`src/design/lpsv_defs.svh`:
```
// lpsv_defs.svh: constants for the low-power snoop and operating-point sequencer
// assumes: included by bare name from every design file that needs it
`ifndef LPSV_DEFS_SVH
`define LPSV_DEFS_SVH

// ------------------------------------------------------------
// widths
// ------------------------------------------------------------
`define LPSV_VID_W        8
`define LPSV_RATIO_W      6
`define LPSV_SETTLE_W     12

// ------------------------------------------------------------
// reset values and step sizes
// ------------------------------------------------------------
`define LPSV_VID_RST      8'h20
`define LPSV_RATIO_RST    6'h06
`define LPSV_VID_STEP     8'h01
`define LPSV_STEP_UV      12500
`define LPSV_SETTLE_RST   12'h010

`endif

```
`src/design/lpsv_pkg.sv`:
```
// lpsv_pkg.sv: types shared by the sequencer and its helpers
// assumes: lpsv_defs.svh is on the include path
`default_nettype none
`include "lpsv_defs.svh"

package lpsv_pkg;

	typedef logic [`LPSV_VID_W-1:0]   lpsv_vid_t;
	typedef logic [`LPSV_RATIO_W-1:0] lpsv_ratio_t;

	// one operating point: core ratio plus voltage code
	typedef struct packed {
		lpsv_ratio_t ratio;
		lpsv_vid_t   vid;
	} lpsv_point_t;

	// power state machine, one-hot
	typedef enum logic [6:0] {
		LPSV_NORMAL   = 7'b0000001,
		LPSV_HALT     = 7'b0000010,
		LPSV_GRANT    = 7'b0000100,
		LPSV_SNOOP    = 7'b0001000,
		LPSV_ENTER_LP = 7'b0010000,
		LPSV_EXIT_LP  = 7'b0100000,
		LPSV_PCHANGE  = 7'b1000000
	} lpsv_state_t;

	// operating-point change sequence, one-hot
	typedef enum logic [3:0] {
		LPSV_SQ_IDLE  = 4'b0001,
		LPSV_SQ_VUP   = 4'b0010,
		LPSV_SQ_RATIO = 4'b0100,
		LPSV_SQ_VDN   = 4'b1000
	} lpsv_seq_t;

endpackage : lpsv_pkg

`default_nettype wire

```
`src/design/lpsv_seq.sv`:
```
// lpsv_seq.sv: low-power snoop state control and operating-point sequencing
// assumes: one 200 MHz bus clock; snoop and halt/grant inputs arrive from pins
//
// Behaviour
// RULE1 - with extended halt disabled, halt snoops use the ordinary halt snoop state; the code keeps ext set when an extended stop-grant falls back to halt
// RULE2 - in stop-grant or halt, a bus snoop enters the snoop state
// RULE3 - stay in the snoop state until the snoop is serviced by anyone
// RULE4 - after service return to the stop-grant or halt state held before
// RULE5 - extended snoop states keep the reduced ratio and reduced voltage code
// RULE6 - extended snoop states handle snoops exactly as ordinary snoop states
// RULE7 - after an extended snoop return to the extended state left
// RULE8 - package voltage code is the higher request of the two cores
// RULE9 - state changes alter only core ratio and voltage, never bus clock
// RULE10 - performance states are chosen only by software configuration writes
// RULE11 - going faster: step voltage up 12.5 mV at a time, then change ratio
// RULE12 - going slower: change ratio first, then step voltage down 12.5 mV
// RULE13 - requested ratio is clamped to the maximum rated core ratio
// RULE14 - entering extended low power: lower ratio first, then lower voltage
// RULE15 - leaving extended low power: restore voltage first, then ratio
// RULE16 - each voltage step is held a configurable number of bus clocks
//
// Operating notes
// - every pin level passes two flops, so snoops and low-power requests act three clocks late
// - stop-grant is inverted ahead of the flops so that reset reads as no request
// - a new operating point is taken only with the sequencer idle, in the normal state or on leaving an extended state;
//   a request that changes during a move is picked up once that move completes
// - the stepper's done flag is registered, so completion also compares the code itself
// - settle_clks of zero is treated as one; every code then stands for at least two clocks
// - the extended point is clamped to the rated ratio just as software requests are
// - the bus clock is never touched; only the core ratio and the voltage code move
// - a snoop freezes the operating point: the sequencer is always idle in the snoop state
// - when halt and stop-grant both ask, the stop-grant enable picks the flavour
// - leaving an extended state whose original code is not above the low one changes the
//   ratio first and then steps down, the same order as any slow-down
`timescale 1ns/1ps
`default_nettype none
`include "lpsv_defs.svh"

module lpsv_seq (
	input  wire logic                      clk,
	input  wire logic                      rstn,
	// async pin levels from the bus side
	input  wire logic                      halt_req,      // all cores halted
	input  wire logic                      stop_clk_n,    // stop-grant request, low active
	input  wire logic                      snoop_active,  // snoop in progress on the front_side_bus
	// configuration, same-clock logic
	input  wire logic                      ext_halt_en,
	input  wire logic                      ext_grant_en,
	input  wire lpsv_pkg::lpsv_point_t     core0_req,     // from perf_config_register of core 0
	input  wire lpsv_pkg::lpsv_point_t     core1_req,     // from perf_config_register of core 1
	input  wire lpsv_pkg::lpsv_point_t     low_point,     // extended low-power operating point
	input  wire lpsv_pkg::lpsv_ratio_t     max_ratio,     // rated top ratio
	input  wire logic [`LPSV_SETTLE_W-1:0] settle_clks,
	// outputs
	output lpsv_pkg::lpsv_vid_t            voltage_id_code,
	output lpsv_pkg::lpsv_ratio_t          core_ratio,
	output lpsv_pkg::lpsv_state_t          power_state,
	output logic                           in_snoop,
	output logic                           ext_active,
	output logic                           busy
);

	// ------------------------------------------------------------
	// pin synchronisation
	// ------------------------------------------------------------
	logic [2:0] pins_s;
	logic       halt_s;
	logic       grant_s;
	logic       snoop_s;

	// stop-grant is inverted ahead of the flops so reset reads as no request
	lpsv_sync #(.W(3)) u_sync (
		.clk  (clk),
		.rstn (rstn),
		.din  ({halt_req, ~stop_clk_n, snoop_active}),
		.dout (pins_s)
	);

	assign halt_s  = pins_s[2];
	assign grant_s = pins_s[1];
	assign snoop_s = pins_s[0];

	// ------------------------------------------------------------
	// target operating point
	// ------------------------------------------------------------
	lpsv_pkg::lpsv_point_t pkg_req;
	lpsv_pkg::lpsv_point_t lim_req;
	lpsv_pkg::lpsv_point_t lim_low;
	lpsv_pkg::lpsv_vid_t   vid_step;
	logic                  vid_done;

	// highest voltage of either core wins; ratio follows the faster core
	always_comb begin
		pkg_req.vid   = (core0_req.vid > core1_req.vid) ? core0_req.vid : core1_req.vid;       // RULE8
		pkg_req.ratio = (core0_req.ratio > core1_req.ratio) ? core0_req.ratio : core1_req.ratio;
		lim_req       = pkg_req;
		if (pkg_req.ratio > max_ratio) begin
			lim_req.ratio = max_ratio;                                                          // RULE13
		end
		lim_low = low_point;
		if (low_point.ratio > max_ratio) begin
			lim_low.ratio = max_ratio;                                                          // RULE13
		end
	end

	// ------------------------------------------------------------
	// power state machine
	// ------------------------------------------------------------
	lpsv_pkg::lpsv_state_t state;
	lpsv_pkg::lpsv_state_t next_state;
	lpsv_pkg::lpsv_state_t ret_state;       // halt or grant to return to after a snoop
	lpsv_pkg::lpsv_state_t next_ret_state;
	logic                  ext;             // extended low point in force
	logic                  next_ext;
	lpsv_pkg::lpsv_point_t cur;             // point last committed to the ratio
	lpsv_pkg::lpsv_point_t next_cur;
	lpsv_pkg::lpsv_point_t goal;            // point being sequenced to
	lpsv_pkg::lpsv_point_t next_goal;
	lpsv_pkg::lpsv_seq_t   sq;
	lpsv_pkg::lpsv_seq_t   next_sq;
	lpsv_pkg::lpsv_vid_t   vid_target;
	lpsv_pkg::lpsv_vid_t   next_vid_target;
	logic                  want_lp;
	logic                  want_ext;
	logic                  at_goal;         // stepper settled on the goal code

	// extended flavour depends on which state is being entered
	always_comb begin
		want_lp  = halt_s | grant_s;
		want_ext = grant_s ? ext_grant_en : ext_halt_en;     // RULE1
	end

	// done is a registered flag and still speaks of the old target for one clock
	// after a new one is set, so the settled test also compares the code itself
	always_comb begin
		at_goal = vid_done && (vid_step == goal.vid);          // RULE16
	end

	// ordering: ratio before voltage when slowing, voltage before ratio when speeding up
	always_comb begin
		next_state      = state;
		next_ret_state  = ret_state;
		next_ext        = ext;
		next_cur        = cur;
		next_goal       = goal;
		next_sq         = sq;
		next_vid_target = vid_target;

		// operating-point sequencer
		unique case (sq)
			lpsv_pkg::LPSV_SQ_IDLE: begin
				next_sq = lpsv_pkg::LPSV_SQ_IDLE;
			end
			lpsv_pkg::LPSV_SQ_VUP: begin
				if (at_goal) begin
					next_sq = lpsv_pkg::LPSV_SQ_RATIO;              // RULE11 RULE15
				end
			end
			lpsv_pkg::LPSV_SQ_RATIO: begin
				// ratio is committed here; the voltage follows only if the goal is lower
				next_cur.ratio = goal.ratio;                        // RULE9
				if (goal.vid < vid_target) begin
					next_vid_target = goal.vid;
					next_sq         = lpsv_pkg::LPSV_SQ_VDN;        // RULE12 RULE14
				end else begin
					next_cur.vid = goal.vid;
					next_sq      = lpsv_pkg::LPSV_SQ_IDLE;
				end
			end
			lpsv_pkg::LPSV_SQ_VDN: begin
				if (at_goal) begin
					next_cur.vid = goal.vid;
					next_sq      = lpsv_pkg::LPSV_SQ_IDLE;
				end
			end
		endcase

		// power state machine
		unique case (state)
			lpsv_pkg::LPSV_NORMAL: begin
				if (sq == lpsv_pkg::LPSV_SQ_IDLE) begin
					if (want_lp && want_ext) begin
						next_goal  = lim_low;
						next_ext   = 1'b1;
						next_state = lpsv_pkg::LPSV_ENTER_LP;
						next_sq    = lpsv_pkg::LPSV_SQ_RATIO;       // RULE14
					end else if (want_lp) begin
						next_state = grant_s ? lpsv_pkg::LPSV_GRANT : lpsv_pkg::LPSV_HALT;
					end else if (lim_req != cur) begin
						next_goal  = lim_req;                       // RULE10
						next_state = lpsv_pkg::LPSV_PCHANGE;
						if (lim_req.vid > vid_target) begin
							next_vid_target = lim_req.vid;
							next_sq         = lpsv_pkg::LPSV_SQ_VUP;    // RULE11
						end else begin
							next_sq = lpsv_pkg::LPSV_SQ_RATIO;      // RULE12
						end
					end
				end
			end
			lpsv_pkg::LPSV_PCHANGE, lpsv_pkg::LPSV_ENTER_LP, lpsv_pkg::LPSV_EXIT_LP: begin
				if (sq == lpsv_pkg::LPSV_SQ_IDLE) begin
					if (state == lpsv_pkg::LPSV_ENTER_LP) begin
						next_state = grant_s ? lpsv_pkg::LPSV_GRANT : lpsv_pkg::LPSV_HALT;
					end else begin
						next_state = lpsv_pkg::LPSV_NORMAL;
					end
				end
			end
			lpsv_pkg::LPSV_HALT, lpsv_pkg::LPSV_GRANT: begin
				if (snoop_s) begin
					next_ret_state = state;                         // RULE4 RULE7
					next_state     = lpsv_pkg::LPSV_SNOOP;          // RULE2 RULE6
				end else if (!want_lp) begin
					if (ext) begin
						next_goal  = lim_req;
						next_ext   = 1'b0;
						next_state = lpsv_pkg::LPSV_EXIT_LP;
						if (lim_req.vid > vid_target) begin
							next_vid_target = lim_req.vid;
							next_sq         = lpsv_pkg::LPSV_SQ_VUP;    // RULE15
						end else begin
							// original code not above the low one: ratio first, then step down
							next_sq = lpsv_pkg::LPSV_SQ_RATIO;      // RULE15
						end
					end else begin
						next_state = lpsv_pkg::LPSV_NORMAL;
					end
				end else if (grant_s && state == lpsv_pkg::LPSV_HALT) begin
					next_state = lpsv_pkg::LPSV_GRANT;
				end else if (!grant_s && state == lpsv_pkg::LPSV_GRANT) begin
					next_state = lpsv_pkg::LPSV_HALT;
				end
			end
			lpsv_pkg::LPSV_SNOOP: begin
				// point untouched while snooping; the sequencer is idle here
				if (!snoop_s) begin
					next_state = ret_state;                         // RULE3 RULE4 RULE5 RULE7
				end
			end
			default: begin
				next_state = lpsv_pkg::LPSV_NORMAL;
			end
		endcase
	end

	always_ff @(posedge clk or negedge rstn) begin
		if (!rstn) begin
			state      <= lpsv_pkg::LPSV_NORMAL;
			ret_state  <= lpsv_pkg::LPSV_HALT;
			ext        <= 1'b0;
			cur        <= {`LPSV_RATIO_RST, `LPSV_VID_RST};
			goal       <= {`LPSV_RATIO_RST, `LPSV_VID_RST};
			sq         <= lpsv_pkg::LPSV_SQ_IDLE;
			vid_target <= `LPSV_VID_RST;
		end else begin
			state      <= next_state;
			ret_state  <= next_ret_state;
			ext        <= next_ext;
			cur        <= next_cur;
			goal       <= next_goal;
			sq         <= next_sq;
			vid_target <= next_vid_target;
		end
	end

	// ------------------------------------------------------------
	// voltage stepping
	// ------------------------------------------------------------
	lpsv_vid_step u_step (
		.clk    (clk),
		.rstn   (rstn),
		.target (vid_target),
		.settle ((settle_clks == '0) ? `LPSV_SETTLE_W'(1) : settle_clks),
		.vid    (vid_step),
		.done   (vid_done)
	);

	// ------------------------------------------------------------
	// registered outputs
	// ------------------------------------------------------------
	// the bus clock is not touched; only ratio and voltage code are driven
	always_ff @(posedge clk or negedge rstn) begin
		if (!rstn) begin
			voltage_id_code <= `LPSV_VID_RST;
			core_ratio      <= `LPSV_RATIO_RST;
			power_state     <= lpsv_pkg::LPSV_NORMAL;
			in_snoop        <= 1'b0;
			ext_active      <= 1'b0;
			busy            <= 1'b0;
		end else begin
			voltage_id_code <= vid_step;
			core_ratio      <= next_cur.ratio;                      // RULE9
			power_state     <= next_state;
			in_snoop        <= (next_state == lpsv_pkg::LPSV_SNOOP);
			ext_active      <= next_ext;
			busy            <= (next_sq != lpsv_pkg::LPSV_SQ_IDLE);
		end
	end

endmodule // lpsv_seq

`default_nettype wire

```
`src/design/lpsv_sync.sv`:
```
// lpsv_sync.sv: two-flop synchroniser for a bundle of pin levels
// assumes: inputs are asynchronous levels; output lags by two clocks
`timescale 1ns/1ps
`default_nettype none

module lpsv_sync #(
	parameter int W = 1
) (
	input  wire logic         clk,
	input  wire logic         rstn,
	input  wire logic [W-1:0] din,
	output logic      [W-1:0] dout
);

	logic [W-1:0] meta;

	// first stage feeds only the second stage
	always_ff @(posedge clk or negedge rstn) begin
		if (!rstn) begin
			meta <= '0;
			dout <= '0;
		end else begin
			meta <= din;
			dout <= meta;
		end
	end

endmodule // lpsv_sync

`default_nettype wire

```
`src/design/lpsv_vid_step.sv`:
```
// lpsv_vid_step.sv: walks a voltage code to a target one step at a time
// assumes: target is held stable while busy; settle count is at least one
`timescale 1ns/1ps
`default_nettype none
`include "lpsv_defs.svh"

module lpsv_vid_step (
	input  wire logic                      clk,
	input  wire logic                      rstn,
	input  wire lpsv_pkg::lpsv_vid_t       target,
	input  wire logic [`LPSV_SETTLE_W-1:0] settle,
	output lpsv_pkg::lpsv_vid_t            vid,
	output logic                           done
);

	lpsv_pkg::lpsv_vid_t       next_vid;
	logic [`LPSV_SETTLE_W-1:0] cnt;
	logic [`LPSV_SETTLE_W-1:0] next_cnt;
	logic                      next_done;

	// each code moves the rail by one 12.5 mV step; hold each for settle clocks plus one
	always_comb begin
		next_vid  = vid;
		next_cnt  = cnt;
		next_done = 1'b0;
		if (cnt != '0) begin
			next_cnt = cnt - `LPSV_SETTLE_W'(1);                    // RULE16
		end else if (target > vid) begin
			next_vid = vid + `LPSV_VID_STEP;                        // RULE11
			next_cnt = settle;                                      // RULE16
		end else if (target < vid) begin
			next_vid = vid - `LPSV_VID_STEP;                        // RULE12
			next_cnt = settle;                                      // RULE16
		end else begin
			next_done = 1'b1;
		end
	end

	always_ff @(posedge clk or negedge rstn) begin
		if (!rstn) begin
			vid  <= `LPSV_VID_RST;
			cnt  <= '0;
			done <= 1'b0;
		end else begin
			vid  <= next_vid;
			cnt  <= next_cnt;
			done <= next_done;
		end
	end

endmodule // lpsv_vid_step

`default_nettype wire

```
`config.mk`:
```
export PLATFORM = sky130hd
export DESIGN_NAME = lpsv_seq
export DESIGN_NICKNAME = d
export VERILOG_FILES = /design/src/design/lpsv_pkg.sv /design/src/design/lpsv_seq.sv /design/src/design/lpsv_sync.sv /design/src/design/lpsv_vid_step.sv
export VERILOG_INCLUDE_DIRS = /design/src /design/src/design
export SDC_FILE = /design/constraint.sdc
export NUM_CORES = 1
export LEC_CHECK = 0
export ABC_AREA = 1
export BUFFER_PORTS_ARGS = -buffer_cell sky130_fd_sc_hd__buf_4
export CAP_MARGIN = 20
export CORE_MARGIN = 10
export CORE_UTILIZATION = 59
export CTS_BUF_LIST = sky130_fd_sc_hd__clkbuf_16
export DETAILED_ROUTE_END_ITERATION = 7
export PLACE_DENSITY = 0.83
export SLEW_MARGIN = 20
export SYNTH_ARGS = -nofsm -noshare
export SYNTH_HDL_FRONTEND = slang
export SYNTH_SLANG_ARGS = --single-unit
export TNS_END_PERCENT = 10
```
`constraint.sdc`:
```
create_clock -name clk -period 3.6 [get_ports clk]
set_input_delay 0.54 -clock clk [delete_from_list [all_inputs] [get_ports clk]]
set_output_delay 0.54 -clock clk [all_outputs]
set_load 0.05 [all_outputs]
```
==> run_results.csv <==
group,metric,value,unit
logic_synthesis,synth_top_family_by_area,"simple AND/OR/NAND/NOR gates",
logic_synthesis,synth-main-ff-cell,"dfrtp_1",
clock_network,cts_tree,"built",
logic_synthesis,synth_nets,1093,
floorplanning,start_util,61.0,%
clock_network,cts_inserted_buffers,9,
drt,postRouteAntennaNets,0,
sta,holdWs,0.135,ns
logic_synthesis,syn_avg_cell_area,7.29,um^2
critical_path,cp_max_fo,17,
drt,viasPerCell,5.64,
place,io_buffers,90,
pwr,p_per_area,620,mW/mm^2
clock_network,clkLatencyLatePin,0.35,ns
clock_network,clock_sinks,92,
critical_path,crit_arrival,3.78,ns
sta,setup_viol,0,
grt,grt_pass1_vias,6959,
grt,grt_pass1_wl,32.9,mm
floorplanning,ios,91,
logic_synthesis,yosys-top-cells-area,"dfrtp_1, nand2_1, ha_1",
sta,fmax,0.281,GHz
place,dpl.cell_count,1245,
grt,gr-usage-all-layers,23.9,%
logic_synthesis,synth_compound_area_share,15.1,%
cells_and_area,final_nets,1241,
pwr,seqPwrFrac,29.1,%
pwr,comb_power_share,54.3,%
logic_synthesis,synthCells,968,
logic_synthesis,synth_seq_area_share,32.8,%
critical_path,cp-end-kind,"flop",
logic_synthesis,synth_top_area_cell,"dfrtp_1",
pwr,p_switching,2580,uW
sta,period_share,98.7,%
sta,hold_viol,0,
place,gp_congestion,0.968,
critical_path,required,3.83,ns
sta,slew_headroom,56.1,%
logic_synthesis,synthSimpleGateAreaFrac,29.8,%
critical_path,cp-start-kind,"input port",
grt,grt_max_degree,38,
cells_and_area,fin_util,76.5,%
drt,dr.pass1.iters,5,
sta,layout_min_cycle_time,3.55,ns
min_path,hold_class,"in -> async",
place,dp_slack,-0.258,ns
cells_and_area,area_growth,25.3,%
drt,wl_per_cell,16.1,um
cells_and_area,drive_above_1_share,24.8,%
floorplanning,die_area,0.0167,mm^2
grt,grt_overflow_total,0,
clock_network,clk_pin_slew,0.07,ns
pwr,p_sw_share,47.0,%
drt,drt_first_iter_violations,636,
logic_synthesis,async_reset_ff_share,100,%
sta,finalWorstSetupSlack,0.0471,ns
cells_and_area,fin_cells,1264,
logic_synthesis,synth_top_area_share,28.4,%
floorplanning,rows,39,
sta,tightest_slew,0.653,ns
sta,drv_slew,0,
critical_path,worstSetupPathType,"in -> reg",
logic_synthesis,synth_seq_cells,92,
logic_synthesis,synth.area.mux_share,0,%
logic_synthesis,syn_area,0.00706,mm^2
clock_network,htree_levels,3,
outcome,outcome,"finished, final reports clean",
floorplanning,die_x,129,um
pwr,leakage,0.00455,uW
logic_synthesis,synth_edf_count,0,
logic_synthesis,yosysWarnings,0,
flow_run,drv_cap,0,
logic_synthesis,synthXorXnorAreaFrac,1.99,%
logic_synthesis,synthAdderAreaFrac,10.4,%
pwr,pwr-share-clk,16.7,%
drt,vias,7124,
floorplanning,die_h,129,um
drt,wirelength,20.4,mm
clock_network,cts_hold_buf,0,
pwr,internal_power,2910,uW
clock_network,cts-root-buf,"clkbuf_16",
sta,rsz0062_at_grt,"yes",
cells_and_area,n_antenna_cell,0,
place,dp_hpwl,15.4,mm
clock_network,clockBufferDepth,2,
sta,clock_skew,0.00828,ns
floorplanning,core,0.0116,mm^2
grt,antenna_found_initial,0,
logic_synthesis,ys_types,55,
pwr,peakVddDrop,0.543,mV
drt,drcViolationCount,0,
[power by group through the flow]
stage	clock network [uW]	logic (uW)	registers (uW)
after detailed placement	0	2780	1600
after global routing	973	3340	1630
after CTS	927	2800	1590
after floorplan	0	1980	1610
final	914	2980	1600
after global placement	0	2700	1600
[what timing repair did]
action,in CTS,in global routing
setup buffers,0,1
setup endpoints to repair,0,32
gates resized for setup,0,59
[final cells by class]
type,count,area [um^2]
clock inverters,7,57.6
well taps,143,179
clock buffers,9,225
flip-flops and latches,92,2320
fillers,847,2720
inverters,158,603
repair inverters,1,7.51
repair buffers,153,1160
multi-input cells,701,4300
[logic make-up after synthesis]
logic type / Yosys count
XOR/XNOR: 16
AO/OA/AOI/OAI: 175
buffers and inverters: 176
flip-flops: 92
adder cells (fa/ha/maj): 58
AND/OR/NAND/NOR: 451
[cells in the mapped netlist (8+ instances only)]
| master | instances |
|---|---|
| nand2_1 | 239 |
| inv_1 | 151 |
| o21ai_0 | 82 |
| dfrtp_1 | 80 |
| nor2_1 | 75 |
| nand3_1 | 62 |
| ha_1 | 57 |
| a21oi_1 | 37 |
| dfstp_2 | 12 |
| nand2_2 | 12 |
| nand4_1 | 12 |
| nand3b_1 | 11 |
| o21ai_2 | 9 |
| xor2_1 | 9 |
| clkbuf_1 | 8 |
| nor3_1 | 8 |
| nor4_1 | 8 |
[state kept, by name, indices dropped and copies added (netlist names)]
register / flops
ret_state: 7
power_state: 7
busy: 1
voltage_id_code: 8
in_snoop: 1
goal: 14
ext_active: 1
u_sync.dout: 3
u_step.done: 1
cur: 8
u_step.cnt: 12
u_sync.meta: 3
vid_target: 8
u_step.vid: 8
core_ratio: 6
sq: 4
[path summary, 6_finish.rpt]
kind | startpoint | to | slack, ns | depth (start not counted)
min | rstn | ret_state[2] | 0.14 | 1
max in group asynchronous | rstn | u_step.vid[5] | 2.58 | 2
max | core1_req[10] | goal[7] | 0.05 | 27
max reg2reg | u_step.vid[5] | u_step.vid[7] | 0.17 | 22
min in group clk | snoop_active | u_sync.meta[0] | 0.29 | 1
min reg2reg | u_sync.meta[2] | u_sync.dout[2] | 0.35 | 0
[metal layers]
layer / up-vias / track usage, % / share of wire (%)
li1: 3483 / - / -
met1: 3313 / 28.6 / 40
met2: 277 / 41.1 / 51
met3: 51 / 6.00 / 7.1
met4: 0 / 8.03 / 2.5
met5: - / 0 / 0
[cells in the final DEF, fill, tap and decap left out, drive strengths merged, types with 2 or more instances in the layout]
master,netlist,layout
a31oi,2,2
o211ai,9,9
dfrtp,80,80
o21ai,96,96
clkbuf,8,9
nand3,64,64
nor4,10,10
buf,10,153
a22oi,3,3
a21oi,37,37
dfstp,12,12
nor3,9,9
o2111ai,3,3
clkinvlp,0,3
ha,57,57
o221ai,3,3
nand4,15,15
xnor2,7,7
xor2,9,9
o21bai,3,3
a221oi,4,4
o21a,2,2
nand3b,11,11
nor2,84,85
inv,156,159
o22ai,6,6
nand2,255,255
clkinv,2,4
[worst max-delay path, stage by stage]
cell and delay (ns):
buf_4 0.10, inv_1 0.07, ha_4 0.28, nand2_2 0.07, nor2_4 0.15, nand2_2 0.08, nand3_4 0.15, nand2_8 0.10
nand2_2 0.08, nand2_1 0.06, ha_1 0.28, nand2_2 0.08, o21bai_1 0.14, nand3_2 0.12, nand2_4 0.15, buf_6 0.14
nand3_1 0.08, nand3_1 0.07, nand2_1 0.06, nor2_1 0.12, nand2_1 0.11, nor2_4 0.19, nand4_4 0.11, nand2_4 0.14
inv_8 0.07, o211ai_1 0.15, o21ai_2 0.09
[stage by stage]
stage          TNS (ns)  power, uW  cell area, um^2
2_1_floorplan         0       3600             7060
3_3_place_gp      -1.48       4300             8270
3_5_place_dp      -4.63       4380             8270
4_1_cts               0       5310             8550
5_1_grt           -3.23       5940             8840
6_report              0       5490             8840
(Power assumes the default switching activity.)
